**src/pkg/ppc_pkg.sv**
```systemverilog
package ppc_pkg;

    // ==========================================================
    // Register map (printed offsets are indices, byte address = 4x)
    // ==========================================================
    localparam logic [7:0] PPC_IDX_PRESCALE = 8'h03;
    localparam logic [7:0] PPC_IDX_ALIGN = 8'h04;
    localparam logic [7:0] PPC_IDX_CTRL = 8'h05;
    localparam logic [7:0] PPC_IDX_SWAP = 8'h06;
    localparam logic [7:0] PPC_IDX_SCALED = 8'h02;
    localparam logic [7:0] PPC_IDX_MODE = 8'h20;
    localparam int PPC_ADDR_SHIFT = 2;

    // ==========================================================
    // Field positions
    // ==========================================================
    localparam int PPC_PCKA_LSB = 0;
    localparam int PPC_PCKB_LSB = 4;
    localparam int PPC_CODE_W = 3;
    localparam int PPC_PAIR_LSB = 4;
    localparam int PPC_WAIT_BIT = 3;
    localparam int PPC_FRZ_BIT = 2;
    localparam int PPC_PAIRS = 4;
    localparam int PPC_CH = 8;

    // ==========================================================
    // Reset values
    // ==========================================================
    localparam logic [7:0] PPC_RST_BYTE = 8'h00;
    localparam logic [6:0] PPC_DIV_W = 7'd7;

    // Channels whose default base clock is A (others default to B)
    localparam logic [7:0] PPC_A_DEFAULT = 8'h33;

endpackage

```
**src/verilog/ppc_divider.sv**
```systemverilog
`timescale 1ns/100ps
// ==========================================================
// Power-of-two prescaler: one free counter, tick per code
// ==========================================================
module ppc_divider
    import ppc_pkg::*;
#(
    parameter int CNT_W = 7
)
(
    // Clock and reset
    input wire logic clk_i,
    input wire logic rst_i,
    // Control
    input wire logic run_i,
    input wire logic [2:0] code_a_i,
    input wire logic [2:0] code_b_i,
    // Ticks
    output logic tick_a_o,
    output logic tick_b_o
);

    typedef struct packed {
        logic [CNT_W-1:0] cnt;
        logic ta;
        logic tb;
    } ppc_div_state_t;

    ppc_div_state_t st;
    ppc_div_state_t next_st;

    // Tick when low 'code' bits all ones; code 0 ticks every cycle
    function automatic logic hit(input logic [CNT_W-1:0] c,
                                 input logic [2:0] code);
        logic [CNT_W-1:0] m;
        m = CNT_W'((1 << code) - 1);
        return ((c & m) == m);
    endfunction

    // Next state
    always_comb
    begin
        next_st = st;
        next_st.ta = 1'b0;
        next_st.tb = 1'b0;
        if (run_i)
        begin
            // Codes take effect at once; a glitched pulse is allowed
            next_st.cnt = st.cnt + CNT_W'(1);
            next_st.ta = hit(st.cnt, code_a_i);
            next_st.tb = hit(st.cnt, code_b_i);
        end
    end

    // State register
    always_ff @(posedge clk_i or posedge rst_i)
    begin
        if (rst_i)
            st <= '0;
        else
            st <= next_st;
    end

    assign tick_a_o = st.ta;
    assign tick_b_o = st.tb;

endmodule

```
**src/verilog/ppc_sync.sv**
```systemverilog
`timescale 1ns/100ps
// ==========================================================
// Three-flop synchroniser, change accepted when stages 2,3 agree
// ==========================================================
module ppc_sync
(
    // Clock and reset
    input wire logic clk_i,
    input wire logic rst_i,
    // Async level in, clean level out
    input wire logic d_i,
    output logic q_o
);

    typedef struct packed {
        logic s1;
        logic s2;
        logic s3;
        logic q;
    } ppc_sync_state_t;

    ppc_sync_state_t st;
    ppc_sync_state_t next_st;

    // Stage 1 feeds only stage 2
    always_comb
    begin
        next_st = st;
        next_st.s1 = d_i;
        next_st.s2 = st.s1;
        next_st.s3 = st.s2;
        if (st.s2 == st.s3)
            next_st.q = st.s3;
    end

    // State register
    always_ff @(posedge clk_i or posedge rst_i)
    begin
        if (rst_i)
            st <= '0;
        else
            st <= next_st;
    end

    assign q_o = st.q;

endmodule

```
**src/verilog/ppc_ctrl.sv**
```systemverilog
// Local design decision: the APB interface to the registers.
`timescale 1ns/100ps
module ppc_ctrl
    import ppc_pkg::*;
#(
    // Mask of channels present on this variant
    parameter logic [7:0] CH_PRESENT = 8'hFF
)
(
    // Clock and reset
    input wire logic clk_i,
    input wire logic rst_i,
    // APB slave
    input wire logic psel,
    input wire logic penable,
    input wire logic pwrite,
    input wire logic [31:0] paddr,
    input wire logic [31:0] pwdata,
    output logic [31:0] prdata,
    output logic pready,
    output logic pslverr,
    // Chip mode levels (from another domain)
    input wire logic wait_mode_i,
    input wire logic freeze_mode_i,
    // Scaled clocks from the rest of the unit
    input wire logic tick_sa_i,
    input wire logic tick_sb_i,
    // Base clock ticks
    output logic tick_a_o,
    output logic tick_b_o,
    // Per-channel control to the channel logic
    output logic [7:0] chan_tick_o,
    output logic [7:0] centre_align_bits_o,
    output logic [3:0] pair_o,
    output logic [7:0] out_enable_mask_o,
    output logic [7:0] high_byte_o,
    output logic prescaler_run_o
);

    // ==========================================================
    // State
    // ==========================================================
    typedef struct packed {
        logic [2:0] clock_a_divider_code; // Clock A rate
        logic [2:0] clock_b_divider_code; // Clock B rate
        logic [7:0] centre_align_bits; // Per-channel alignment
        logic [3:0] pair; // Pair ch6/7..ch0/1, msb first
        logic halt_prescaler_in_wait;
        logic halt_prescaler_in_freeze;
        logic [7:0] base_clock_swap_bits; // A/B swap per channel
        logic [7:0] scaled_sel; // Scaled clock per channel
        logic [31:0] rdata;
        logic ready;
        logic err;
        logic [7:0] ctick;
        logic [7:0] calign;
        logic [3:0] pair_q;
        logic [7:0] oen;
        logic [7:0] hib;
        logic run;
    } ppc_ctrl_state_t;

    ppc_ctrl_state_t st;
    ppc_ctrl_state_t next_st;

    logic wait_s; // Synchronised wait level
    logic frz_s; // Synchronised freeze level
    logic div_run; // Prescaler input gate
    logic tick_a;
    logic tick_b;
    logic [3:0] pair_ok; // Pairs whose channels both exist
    logic [7:0] idx; // Register index from byte address
    logic access; // Access phase of a transfer

    // ==========================================================
    // Mode synchronisers
    // ==========================================================
    ppc_sync u_sync_wait (
        .clk_i(clk_i),
        .rst_i(rst_i),
        .d_i(wait_mode_i),
        .q_o(wait_s)
    );

    ppc_sync u_sync_frz (
        .clk_i(clk_i),
        .rst_i(rst_i),
        .d_i(freeze_mode_i),
        .q_o(frz_s)
    );

    // Gate the prescaler input; registers are not gated at all
    assign div_run = !(st.halt_prescaler_in_wait && wait_s)
        && !(st.halt_prescaler_in_freeze && frz_s);

    // ==========================================================
    // Prescaler
    // ==========================================================
    ppc_divider #(
        .CNT_W(PPC_DIV_W)
    ) u_div (
        .clk_i(clk_i),
        .rst_i(rst_i),
        .run_i(div_run),
        .code_a_i(st.clock_a_divider_code),
        .code_b_i(st.clock_b_divider_code),
        .tick_a_o(tick_a),
        .tick_b_o(tick_b)
    );

    // Pair bit only exists when both channels exist
    genvar g;
    generate
        for (g = 0; g < PPC_PAIRS; g++)
        begin : g_pair
            assign pair_ok[g] = CH_PRESENT[2*g] && CH_PRESENT[2*g+1];
        end
    endgenerate

    assign idx = paddr[PPC_ADDR_SHIFT+7:PPC_ADDR_SHIFT];
    assign access = psel && penable;

    // ==========================================================
    // Next state: registers, read mux, channel controls
    // ==========================================================
    always_comb
    begin
        logic [7:0] wb;
        logic sel_a;
        logic sc;
        logic [7:0] ctl;
        int k;
        wb = pwdata[7:0];
        sel_a = 1'b0;
        sc = 1'b0;
        ctl = PPC_RST_BYTE;
        k = 0;
        next_st = st;
        next_st.ready = 1'b0;
        next_st.err = 1'b0;
        // One wait state: answer in the cycle after setup+access
        if (access && !st.ready)
        begin
            next_st.ready = 1'b1;
            next_st.rdata = '0;
            ctl = {st.pair, st.halt_prescaler_in_wait,
                   st.halt_prescaler_in_freeze, 2'b00};
            // Any time, no lock
            case (idx)
                PPC_IDX_PRESCALE:
                begin
                    if (pwrite)
                    begin
                        next_st.clock_b_divider_code =
                            wb[PPC_PCKB_LSB +: PPC_CODE_W];
                        next_st.clock_a_divider_code =
                            wb[PPC_PCKA_LSB +: PPC_CODE_W];
                    end
                    next_st.rdata[7:0] = {1'b0, st.clock_b_divider_code,
                                          1'b0, st.clock_a_divider_code};
                end
                PPC_IDX_ALIGN:
                begin
                    if (pwrite)
                        next_st.centre_align_bits = wb & CH_PRESENT;
                    next_st.rdata[7:0] = st.centre_align_bits;
                end
                PPC_IDX_CTRL:
                begin
                    if (pwrite)
                    begin
                        next_st.pair = wb[PPC_PAIR_LSB +: PPC_PAIRS]
                            & pair_ok;
                        next_st.halt_prescaler_in_wait =
                            wb[PPC_WAIT_BIT];
                        next_st.halt_prescaler_in_freeze =
                            wb[PPC_FRZ_BIT];
                    end
                    next_st.rdata[7:0] = ctl;
                end
                PPC_IDX_SWAP:
                begin
                    if (pwrite)
                        next_st.base_clock_swap_bits = wb & CH_PRESENT;
                    next_st.rdata[7:0] = st.base_clock_swap_bits;
                end
                PPC_IDX_SCALED:
                begin
                    if (pwrite)
                        next_st.scaled_sel = wb & CH_PRESENT;
                    next_st.rdata[7:0] = st.scaled_sel;
                end
                PPC_IDX_MODE:
                begin
                    // Read-only view of live mode levels and gate
                    next_st.rdata[2:0] = {div_run, frz_s, wait_s};
                end
                default:
                begin
                    next_st.err = 1'b1;
                end
            endcase
        end
        // Per-channel controls; paired channels follow the odd one
        for (k = 0; k < PPC_CH; k++)
        begin
            // Odd channel's bits govern a pair, even's are ignored
            if ((k % 2 == 0) && st.pair[k/2])
            begin
                sel_a = PPC_A_DEFAULT[k+1] ^ st.base_clock_swap_bits[k+1];
                sc = st.scaled_sel[k+1];
                next_st.calign[k] = st.centre_align_bits[k+1];
                next_st.oen[k] = 1'b0;
                next_st.hib[k] = 1'b1;
            end
            else
            begin
                sel_a = PPC_A_DEFAULT[k] ^ st.base_clock_swap_bits[k];
                sc = st.scaled_sel[k];
                next_st.calign[k] = st.centre_align_bits[k];
                next_st.oen[k] = CH_PRESENT[k];
                next_st.hib[k] = 1'b0;
            end
            // Pick A, SA, B or SB
            next_st.ctick[k] = sel_a ? (sc ? tick_sa_i : tick_a)
                                     : (sc ? tick_sb_i : tick_b);
        end
        next_st.pair_q = st.pair;
        next_st.run = div_run;
    end

    // ==========================================================
    // State register
    // ==========================================================
    always_ff @(posedge clk_i or posedge rst_i)
    begin
        if (rst_i)
            st <= '0;
        else
            st <= next_st;
    end

    // Outputs, all from flops (ticks are registered in the divider)
    assign prdata = st.rdata;
    assign pready = st.ready;
    assign pslverr = st.err;
    assign tick_a_o = tick_a;
    assign tick_b_o = tick_b;
    assign chan_tick_o = st.ctick;
    assign centre_align_bits_o = st.calign;
    assign pair_o = st.pair_q;
    assign out_enable_mask_o = st.oen;
    assign high_byte_o = st.hib;
    assign prescaler_run_o = st.run;

    // ==========================================================
    // Checks
    // ==========================================================
    property p_code_hold;
        @(posedge clk_i) disable iff (rst_i)
        (access && !pready && pwrite && idx == PPC_IDX_PRESCALE)
        |=> (st.clock_a_divider_code == $past(pwdata[2:0]));
    endproperty
    a_code_hold: assert property (p_code_hold)
        else $error("clock A code not written");

    property p_tick0;
        @(posedge clk_i) disable iff (rst_i)
        (st.clock_a_divider_code == 3'h0 && div_run) [*2] |=> tick_a;
    endproperty
    a_tick0: assert property (p_tick0)
        else $error("code zero must tick every cycle");

    property p_pair_absent;
        @(posedge clk_i) disable iff (rst_i)
        1'b1 |-> ((st.pair & ~pair_ok) == 4'h0);
    endproperty
    a_pair_absent: assert property (p_pair_absent)
        else $error("absent pair bit set");

    property p_align_absent;
        @(posedge clk_i) disable iff (rst_i)
        1'b1 |-> ((st.centre_align_bits & ~CH_PRESENT) == 8'h00);
    endproperty
    a_align_absent: assert property (p_align_absent)
        else $error("absent alignment bit set");

    property p_even_off;
        @(posedge clk_i) disable iff (rst_i)
        st.pair[0] |=> !out_enable_mask_o[0];
    endproperty
    a_even_off: assert property (p_even_off)
        else $error("paired even output enabled");

    property p_wait;
        @(posedge clk_i) disable iff (rst_i)
        (st.halt_prescaler_in_wait && wait_s) |=> !tick_a && !tick_b;
    endproperty
    a_wait: assert property (p_wait)
        else $error("prescaler ran in wait");

    property p_frz;
        @(posedge clk_i) disable iff (rst_i)
        (st.halt_prescaler_in_freeze && frz_s) |=> !tick_a;
    endproperty
    a_frz: assert property (p_frz)
        else $error("prescaler ran in freeze");

    property p_answer;
        @(posedge clk_i) disable iff (rst_i)
        $rose(access) |=> pready;
    endproperty
    a_answer: assert property (p_answer)
        else $error("no answer one cycle after access");

endmodule

```
**config.mk**
```make
export PLATFORM = sky130hd
export DESIGN_NAME = ppc_ctrl
export DESIGN_NICKNAME = d
export VERILOG_FILES = /design/src/pkg/ppc_pkg.sv /design/src/verilog/ppc_divider.sv /design/src/verilog/ppc_sync.sv /design/src/verilog/ppc_ctrl.sv
export SDC_FILE = /design/constraint.sdc
export NUM_CORES = 1
export LEC_CHECK = 0
export ABC_AREA = 1
export BUFFER_PORTS_ARGS = -buffer_cell sky130_fd_sc_hd__buf_2
export CAP_MARGIN = 20
export CORE_UTILIZATION = 26
export CTS_CLUSTER_DIAMETER = 40
export DETAILED_ROUTE_END_ITERATION = 16
export GPL_ROUTABILITY_DRIVEN = 0
export REMOVE_ABC_BUFFERS = 1
export SLEW_MARGIN = 5
export SYNTH_ARGS = -nofsm -noshare
export SYNTH_HDL_FRONTEND = slang
export SYNTH_HIERARCHICAL = 1
export SYNTH_SLANG_ARGS = --single-unit
export TNS_END_PERCENT = 100
```
**constraint.sdc**
```tcl
create_clock -name clk_i -period 3 [get_ports clk_i]
set_clock_uncertainty 0.15 [all_clocks]
set_input_delay 0.3 -clock clk_i [delete_from_list [all_inputs] [get_ports clk_i]]
set_output_delay 0.3 -clock clk_i [all_outputs]
set_load 0.1 [all_outputs]
```
==> impl_metrics.ini, run 1 <==
[outcome]
outcome = complete, no violations

[clock_network]
cts.path.max_buffers = 2
cts_resized = 0
cts_tree = yes
clk_pin_slew_ns = 0.06
cts_sinks = 89
cts_setup_buffers = 0
clock_latency_ns = 0.35
cts_root_buf = clkbuf_16
htree_num_levels = 3
cts_buffers = 9

[cells_and_area]
area_delta_synth_final_pct = 11.0
drive_gt1_share_pct = 20.7
num_antenna_cells = 0
nFillCells = 1819
utilization_pct = 30.0
nets = 645

[timing]
fin_ws_ns = 1.06
fmax_mhz = 515
drv_slew = 0
finalSetupViolCount = 0
holdWs_ns = 0.111
layout_min_cycle_time_ns = 1.94
hold_viol_final = 0
rsz0062_at_grt = false
period_share_pct = 64.7
slew_headroom_pct = 65.8
worstMarginPinSlew_ns = 0.512

[synth]
async_flop_share_pct = 100
ys_seq_area_share_pct = 49.0
syn_area_per_cell_um2 = 8.52
ys_ff_latch = 89
synth_top_area_share_pct = 49.0
synth_cells = 534
synth_edf_count = 0
netlist_area_mm2 = 0.00455
ys_top_cells_by_area = dfrtp_1 (49%), buf_4 (11%), nand2_1 (11%), o21ai_0 (5.0%), inv_1 (4.5%)
synth_most_common_cell = nand2_1
synth.largest_area_cell = dfrtp_1
yosys_warnings = 6
ys.flop_type = dfrtp_1
synth_common_cells = nand2_1 (128), dfrtp_1 (89), buf_4 (69)
yosys.cell_types.count = 30

[global_routing]
grt_usage_pct = 12.3
overflow = 0
grt_pass1_vias = 3053
grt_antenna_before_repair = 0
grt_first_pass_wirelength_mm = 16.8
grt_start_max_net_pins = 73

[placed_design]
place_hpwl_mm = 7.60
place_ws_ns = 0.861
portBuffers = 69

[detailed_routing]
drt_pre_antenna_iters = 5
drc = 0
routed_via_density = 4.10
num_vias = 3262
ant_nets = 0
wirelength_mm = 10.3
avgRoutedWirePerCell_um = 13.0
drtIter0Drc = 191

[critical_path]
critPathCaptureType = register
critPathRequiredTime_ns = 3.07
cp_max_fo = 12
crit_type = reg -> reg
start_kind = register
cp.arrival_ns = 2.01

[die]
die_w_um = 134
num_rows = 47
die-area_mm2 = 0.0180
io_pins = 146
coreArea_mm2 = 0.0168
fp.dieH_um = 134
start_util_pct = 27.0

[power]
ir_drop_v = 0.000292
leakage_nw = 2.56
finalPower_w = 0.00322
p_per_area_mw_per_mm2 = 637

[min_path]
hold_class = in -> reg

[flow_run]
drv_cap = 0
placed cells by master, fill, tap and decap left out, types with 5 or more instances in the layout:
| master | count |
|---|---|
| o21ai_0 | 45 |
| xor2_1 | 5 |
| nor2_1 | 31 |
| o21ai_1 | 18 |
| buf_2 | 69 |
| o21ai_2 | 10 |
| dfrtp_1 | 89 |
| nand2_2 | 6 |
| conb_1 | 29 |
| nand3_1 | 27 |
| inv_1 | 54 |
| a21oi_1 | 17 |
| nand2_1 | 128 |
| clkbuf_16 | 9 |
stage by stage:
stage | setup TNS, ns | std cells | area [µm²]
after floorplan | -0.478 | 486 | 4060
after global placement | 0 | 777 | 4710
after detailed placement | 0 | 777 | 4710
after CTS | 0 | 796 | 5050
after global routing | 0 | 796 | 5050
final | 0 | 796 | 5050
kinds of logic after synthesis:
kind of cell    after synthesis  share of synthesized area (%)
xor+xnor                      5                          0.963
flops                        89                           49.0
other cells                   2                          0.165
fa+ha+maj                     1                          0.275
simple gates                205                           19.7
buf+inv                     133                           17.7
compound gates               99                           12.2
flip-flops by register name, indices dropped and copies added, names as in the netlist:
signal               flops
prescaler_run_o          1
pready                   1
u_div/st                 7
u_sync_frz/st            1
next_st                  8
st                      28
u_div/tick_a_o           1
u_sync_frz/q_o           1
centre_align_bits_o      8
u_sync_frz/next_st       2
chan_tick_o              8
u_sync_wait/q_o          1
u_sync_wait/st           1
high_byte_o              4
pslverr                  1
out_enable_mask_o        5
u_div/tick_b_o           1
u_sync_wait/next_st      2
prdata                   8
layer usage:
metal / vias up / global-route usage, % / routed length, µm
li1: 1680 / - / -
met5: - / 0 / 0
met3: 8 / 3.25 / 584
met4: 0 / 3.31 / 106
met2: 96 / 19.3 / 4780
met1: 1478 / 16.7 / 4850
layout make-up:
type | count | area (µm²) | share of cell area (%)
sequential | 89 | 2230 | 44.1
clock buffer | 9 | 225 | 4.46
multi-input combinational | 339 | 1620 | 32.0
timing repair buffer | 74 | 403 | 7.98
clock inverter | 7 | 82.6 | 1.64
inverter | 58 | 220 | 4.36
tap | 220 | 275 | 5.45
worst paths after layout:
kind	startpoint	end	slack (ns)	cells after the start
setup / recovery	pready$_DFF_PP0_	st[103]$_DFFE_PP0P_	1.06	6
hold / removal	pwdata[7]	next_st[20]$_DFFE_PP0P_	0.11	3
setup reg to reg	pready$_DFF_PP0_	st[103]$_DFFE_PP0P_	1.06	6
hold reg to reg	u_sync_frz/next_st[2]$_DFF_PP0_	u_sync_frz/next_st[1]$_DFF_PP0_	0.20	0
max in group asynchronous	rst_i	prdata[5]$_DFFE_PP0P_	1.91	4
min in group asynchronous	rst_i	u_sync_wait/next_st[2]$_DFF_PP0_	0.28	3
critical path, cell delays in order (launching register included):
cell     delay (ns)
dfrtp_1        0.40
nor2_4         0.33
inv_4          0.16
nor2_8         0.18
nand2_1        0.34
nand2_1        0.17
o21ai_2        0.06
power breakdown:
part,leakage (nW),internal [W],switching [W],total (W)
clock network,0.150,0.000661,0.000501,0.00116
logic,1.29,0.000134,0.000562,0.000696
registers,1.12,0.00128,0.0000775,0.00136
total,2.56,0.00208,0.00114,0.00322
what timing repair did:
action                                 4_1_cts  5_1_grt
endpoints found under the hold margin       91        0
setup endpoints to repair                    0        0
hold buffers                                 3        0
(Power assumes the default switching activity.)
==> run 2: changes to the inputs <==
ABC_AREA = 0   (was 1)
clock period = 1.9 ns   (was 3 ns; I/O delays follow)
==> impl_metrics.ini, run 2 <==
[outcome]
outcome = complete, no violations

[detailed_routing]
drtIter0Drc = 144
routed.top_layer = met5
route.met3.wl_um = 756
drc = 0
wirelength_mm = 9.76
routed_via_density = 4.34
m1WireLength_mm = 4.46
drt_pre_antenna_iters = 4
avgRoutedWirePerCell_um = 15.3
wl_met2_mm = 4.39
ant_nets = 0
num_vias = 2769

[clock_network]
cts_root_buf = clkbuf_16
htree_num_levels = 3
clock_latency_ns = 0.34
clk_pin_slew_ns = 0.07
cts_resized = 0
cts_sinks = 89
cts_buffers = 9
cts.path.max_buffers = 2
cts_tree = yes

[global_routing]
grt_antenna_before_repair = 1
overflow = 0
grt_pass1_vias = 2758
grt_usage_pct = 11.6
grt_start_max_net_pins = 73
grt_first_pass_wirelength_mm = 15.4

[synth]
async_flop_share_pct = 100
yosys_warnings = 6
netlist_area_mm2 = 0.00453
ys.flop_type = dfrtp_1
synth.largest_area_cell = dfrtp_1
syn_area_per_cell_um2 = 12.6
synth_edf_count = 0
synth_cells = 360
yosys.cell_types.count = 51
synth_common_cells = dfrtp_1 (89), buf_4 (70), mux2_2 (49)
ys_seq_area_share_pct = 49.2
ys_top_cells_by_area = dfrtp_1 (49%), mux2_2 (12%), buf_4 (12%), mux4_2 (4.0%), mux2i_1 (2.7%)
synth_top_area_share_pct = 49.2
synth_most_common_cell = dfrtp_1
ys_ff_latch = 89

[critical_path]
cp.arrival_ns = 1.85
rr_worst_depth = 5
start_kind = register
worstPathCellList = nand3b_1 -> inv_1 -> and3_4 -> nand4_4 -> mux2_2
critPathCaptureType = register
crit_type = reg -> reg
cp_max_fo = 6
critPathRequiredTime_ns = 1.98
cp.depth = 5
slowest_delay_ns = 0.37
critPathTopFamily = simple AND/OR/NAND/NOR gates
cp_num_buf_inv = 1
slowest_stage = dfrtp_1

[timing]
fmax_mhz = 563
layout_min_cycle_time_ns = 1.78
rsz0062_at_grt = false
period_share_pct = 93.5
fin_tns_setup_ns = 0
drv_slew = 0
finalSetupViolCount = 0
hold_viol_final = 0
fin_ws_ns = 0.124

[cells_and_area]
num_antenna_cells = 0
largest_register = st
nFillCells = 1714
largest_reg_flops = 28
nets = 487
area_delta_synth_final_pct = 15.6
drive_gt1_share_pct = 43.8
final_common_cell = dfrtp_1
layout_common_cells = dfrtp_1 (89), buf_2 (69), mux2_2 (49)

[die]
num_rows = 47
die-area_mm2 = 0.0179
fp.dieH_um = 134
coreArea_mm2 = 0.0168
io_pins = 146
start_util_pct = 27.0
die_w_um = 134

[placed_design]
place_ws_ns = 0.0239
place_hpwl_mm = 7.33
portBuffers = 69

[power]
leakage_nw = 2.42
ir_drop_v = 0.000433
p_per_area_mw_per_mm2 = 951

[flow_run]
drv_cap = 0

[min_path]
hold_class = in -> reg
min_path_cells = 2
==> run 2: cell count changes in the layout (fill, tap and decap cells not counted), sizes merged, moves of 5 or more <==
cell     before  now
a21oi        19    4
inv          62   14
mux4          0    8
mux2          0   49
o2bb2ai       0    5
nand3        27    9
mux2i         0   12
buf          71   90
nor2         38    6
o21ai        73    6
a22oi         1    6
nand2       137   17
==> run 2: metal layers <==
layer / track usage, % / up-vias
li1: - / 1279
met3: 3.97 / 15
met2: 17.3 / 111
met1: 15.5 / 1362
met5: 0 / -
met4: 3.79 / 2
==> run 2: logic make-up (layout without fill, tap and decap cells) <==
logic type	Yosys count	count (layout)	synth area share, %
buffers and inverters	94	125	14.1
flip-flops	89	89	49.2
other	2	29	0.166
adder cells (fa/ha/maj)	3	3	0.774
multiplexers	69	69	18.8
XOR/XNOR	7	7	1.35
AO/OA/AOI/OAI	39	39	6.69
AND/OR/NAND/NOR	57	57	8.90
==> run 2: power by group <==
group | total [W] | leakage (nW) | internal, W | switching, W
Clock | 0.00191 | 0.160 | 0.00116 | 0.000744
Combinational | 0.000911 | 1.13 | 0.000233 | 0.000678
Sequential | 0.00216 | 1.13 | 0.00201 | 0.000150
Total | 0.00498 | 2.42 | 0.00341 | 0.00157
==> run 2: path summary, 6_finish.rpt <==
kind                                               endpoint  slack, ns                        startpoint
max                                     st[104]$_DFFE_PP0P_       0.12                  pready$_DFF_PP0_
min                                 next_st[17]$_DFFE_PP0P_       0.02                         pwdata[4]
max reg2reg                             st[104]$_DFFE_PP0P_       0.12                  pready$_DFF_PP0_
min reg2reg                u_sync_wait/next_st[1]$_DFF_PP0_       0.20  u_sync_wait/next_st[2]$_DFF_PP0_
max in group asynchronous                st[93]$_DFFE_PP0P_       0.94                             rst_i
min in group asynchronous   u_sync_frz/next_st[2]$_DFF_PP0_       0.17                             rst_i
==> run 2: cell type report <==
cell class              instances  area (µm²)  area share, %
clock buffers                   9         225           4.30
clock inverters                 7         100           1.91
inverters                      12        45.0          0.861
multi-input cells             204        1760           33.7
flip-flops and latches         89        2230           42.6
well taps                     220         275           5.26
repair buffers                 97         598           11.4
==> run 2: metrics by stage <==
step / power, W / instance area (µm²) / util (%) / instances / hold WS, ns
after floorplan: 0.00286 / 4040 / - / 305 / -0.194
after global placement: 0.00306 / 4840 / 28.9 / 615 / -0.0301
after detailed placement: 0.00310 / 4840 / 28.9 / 615 / -0.0217
after CTS: 0.00504 / 5230 / 31.2 / 638 / 0.00471
after global routing: 0.00517 / 5230 / 31.2 / 638 / 0.00432
final: 0.00498 / 5230 / 31.2 / 638 / 0.0183
==> run 2: what timing repair did <==
item | CTS | global route
buffers inserted | 0 | 0
endpoints found under the hold margin | 106 | 0
hold buffers | 7 | 0
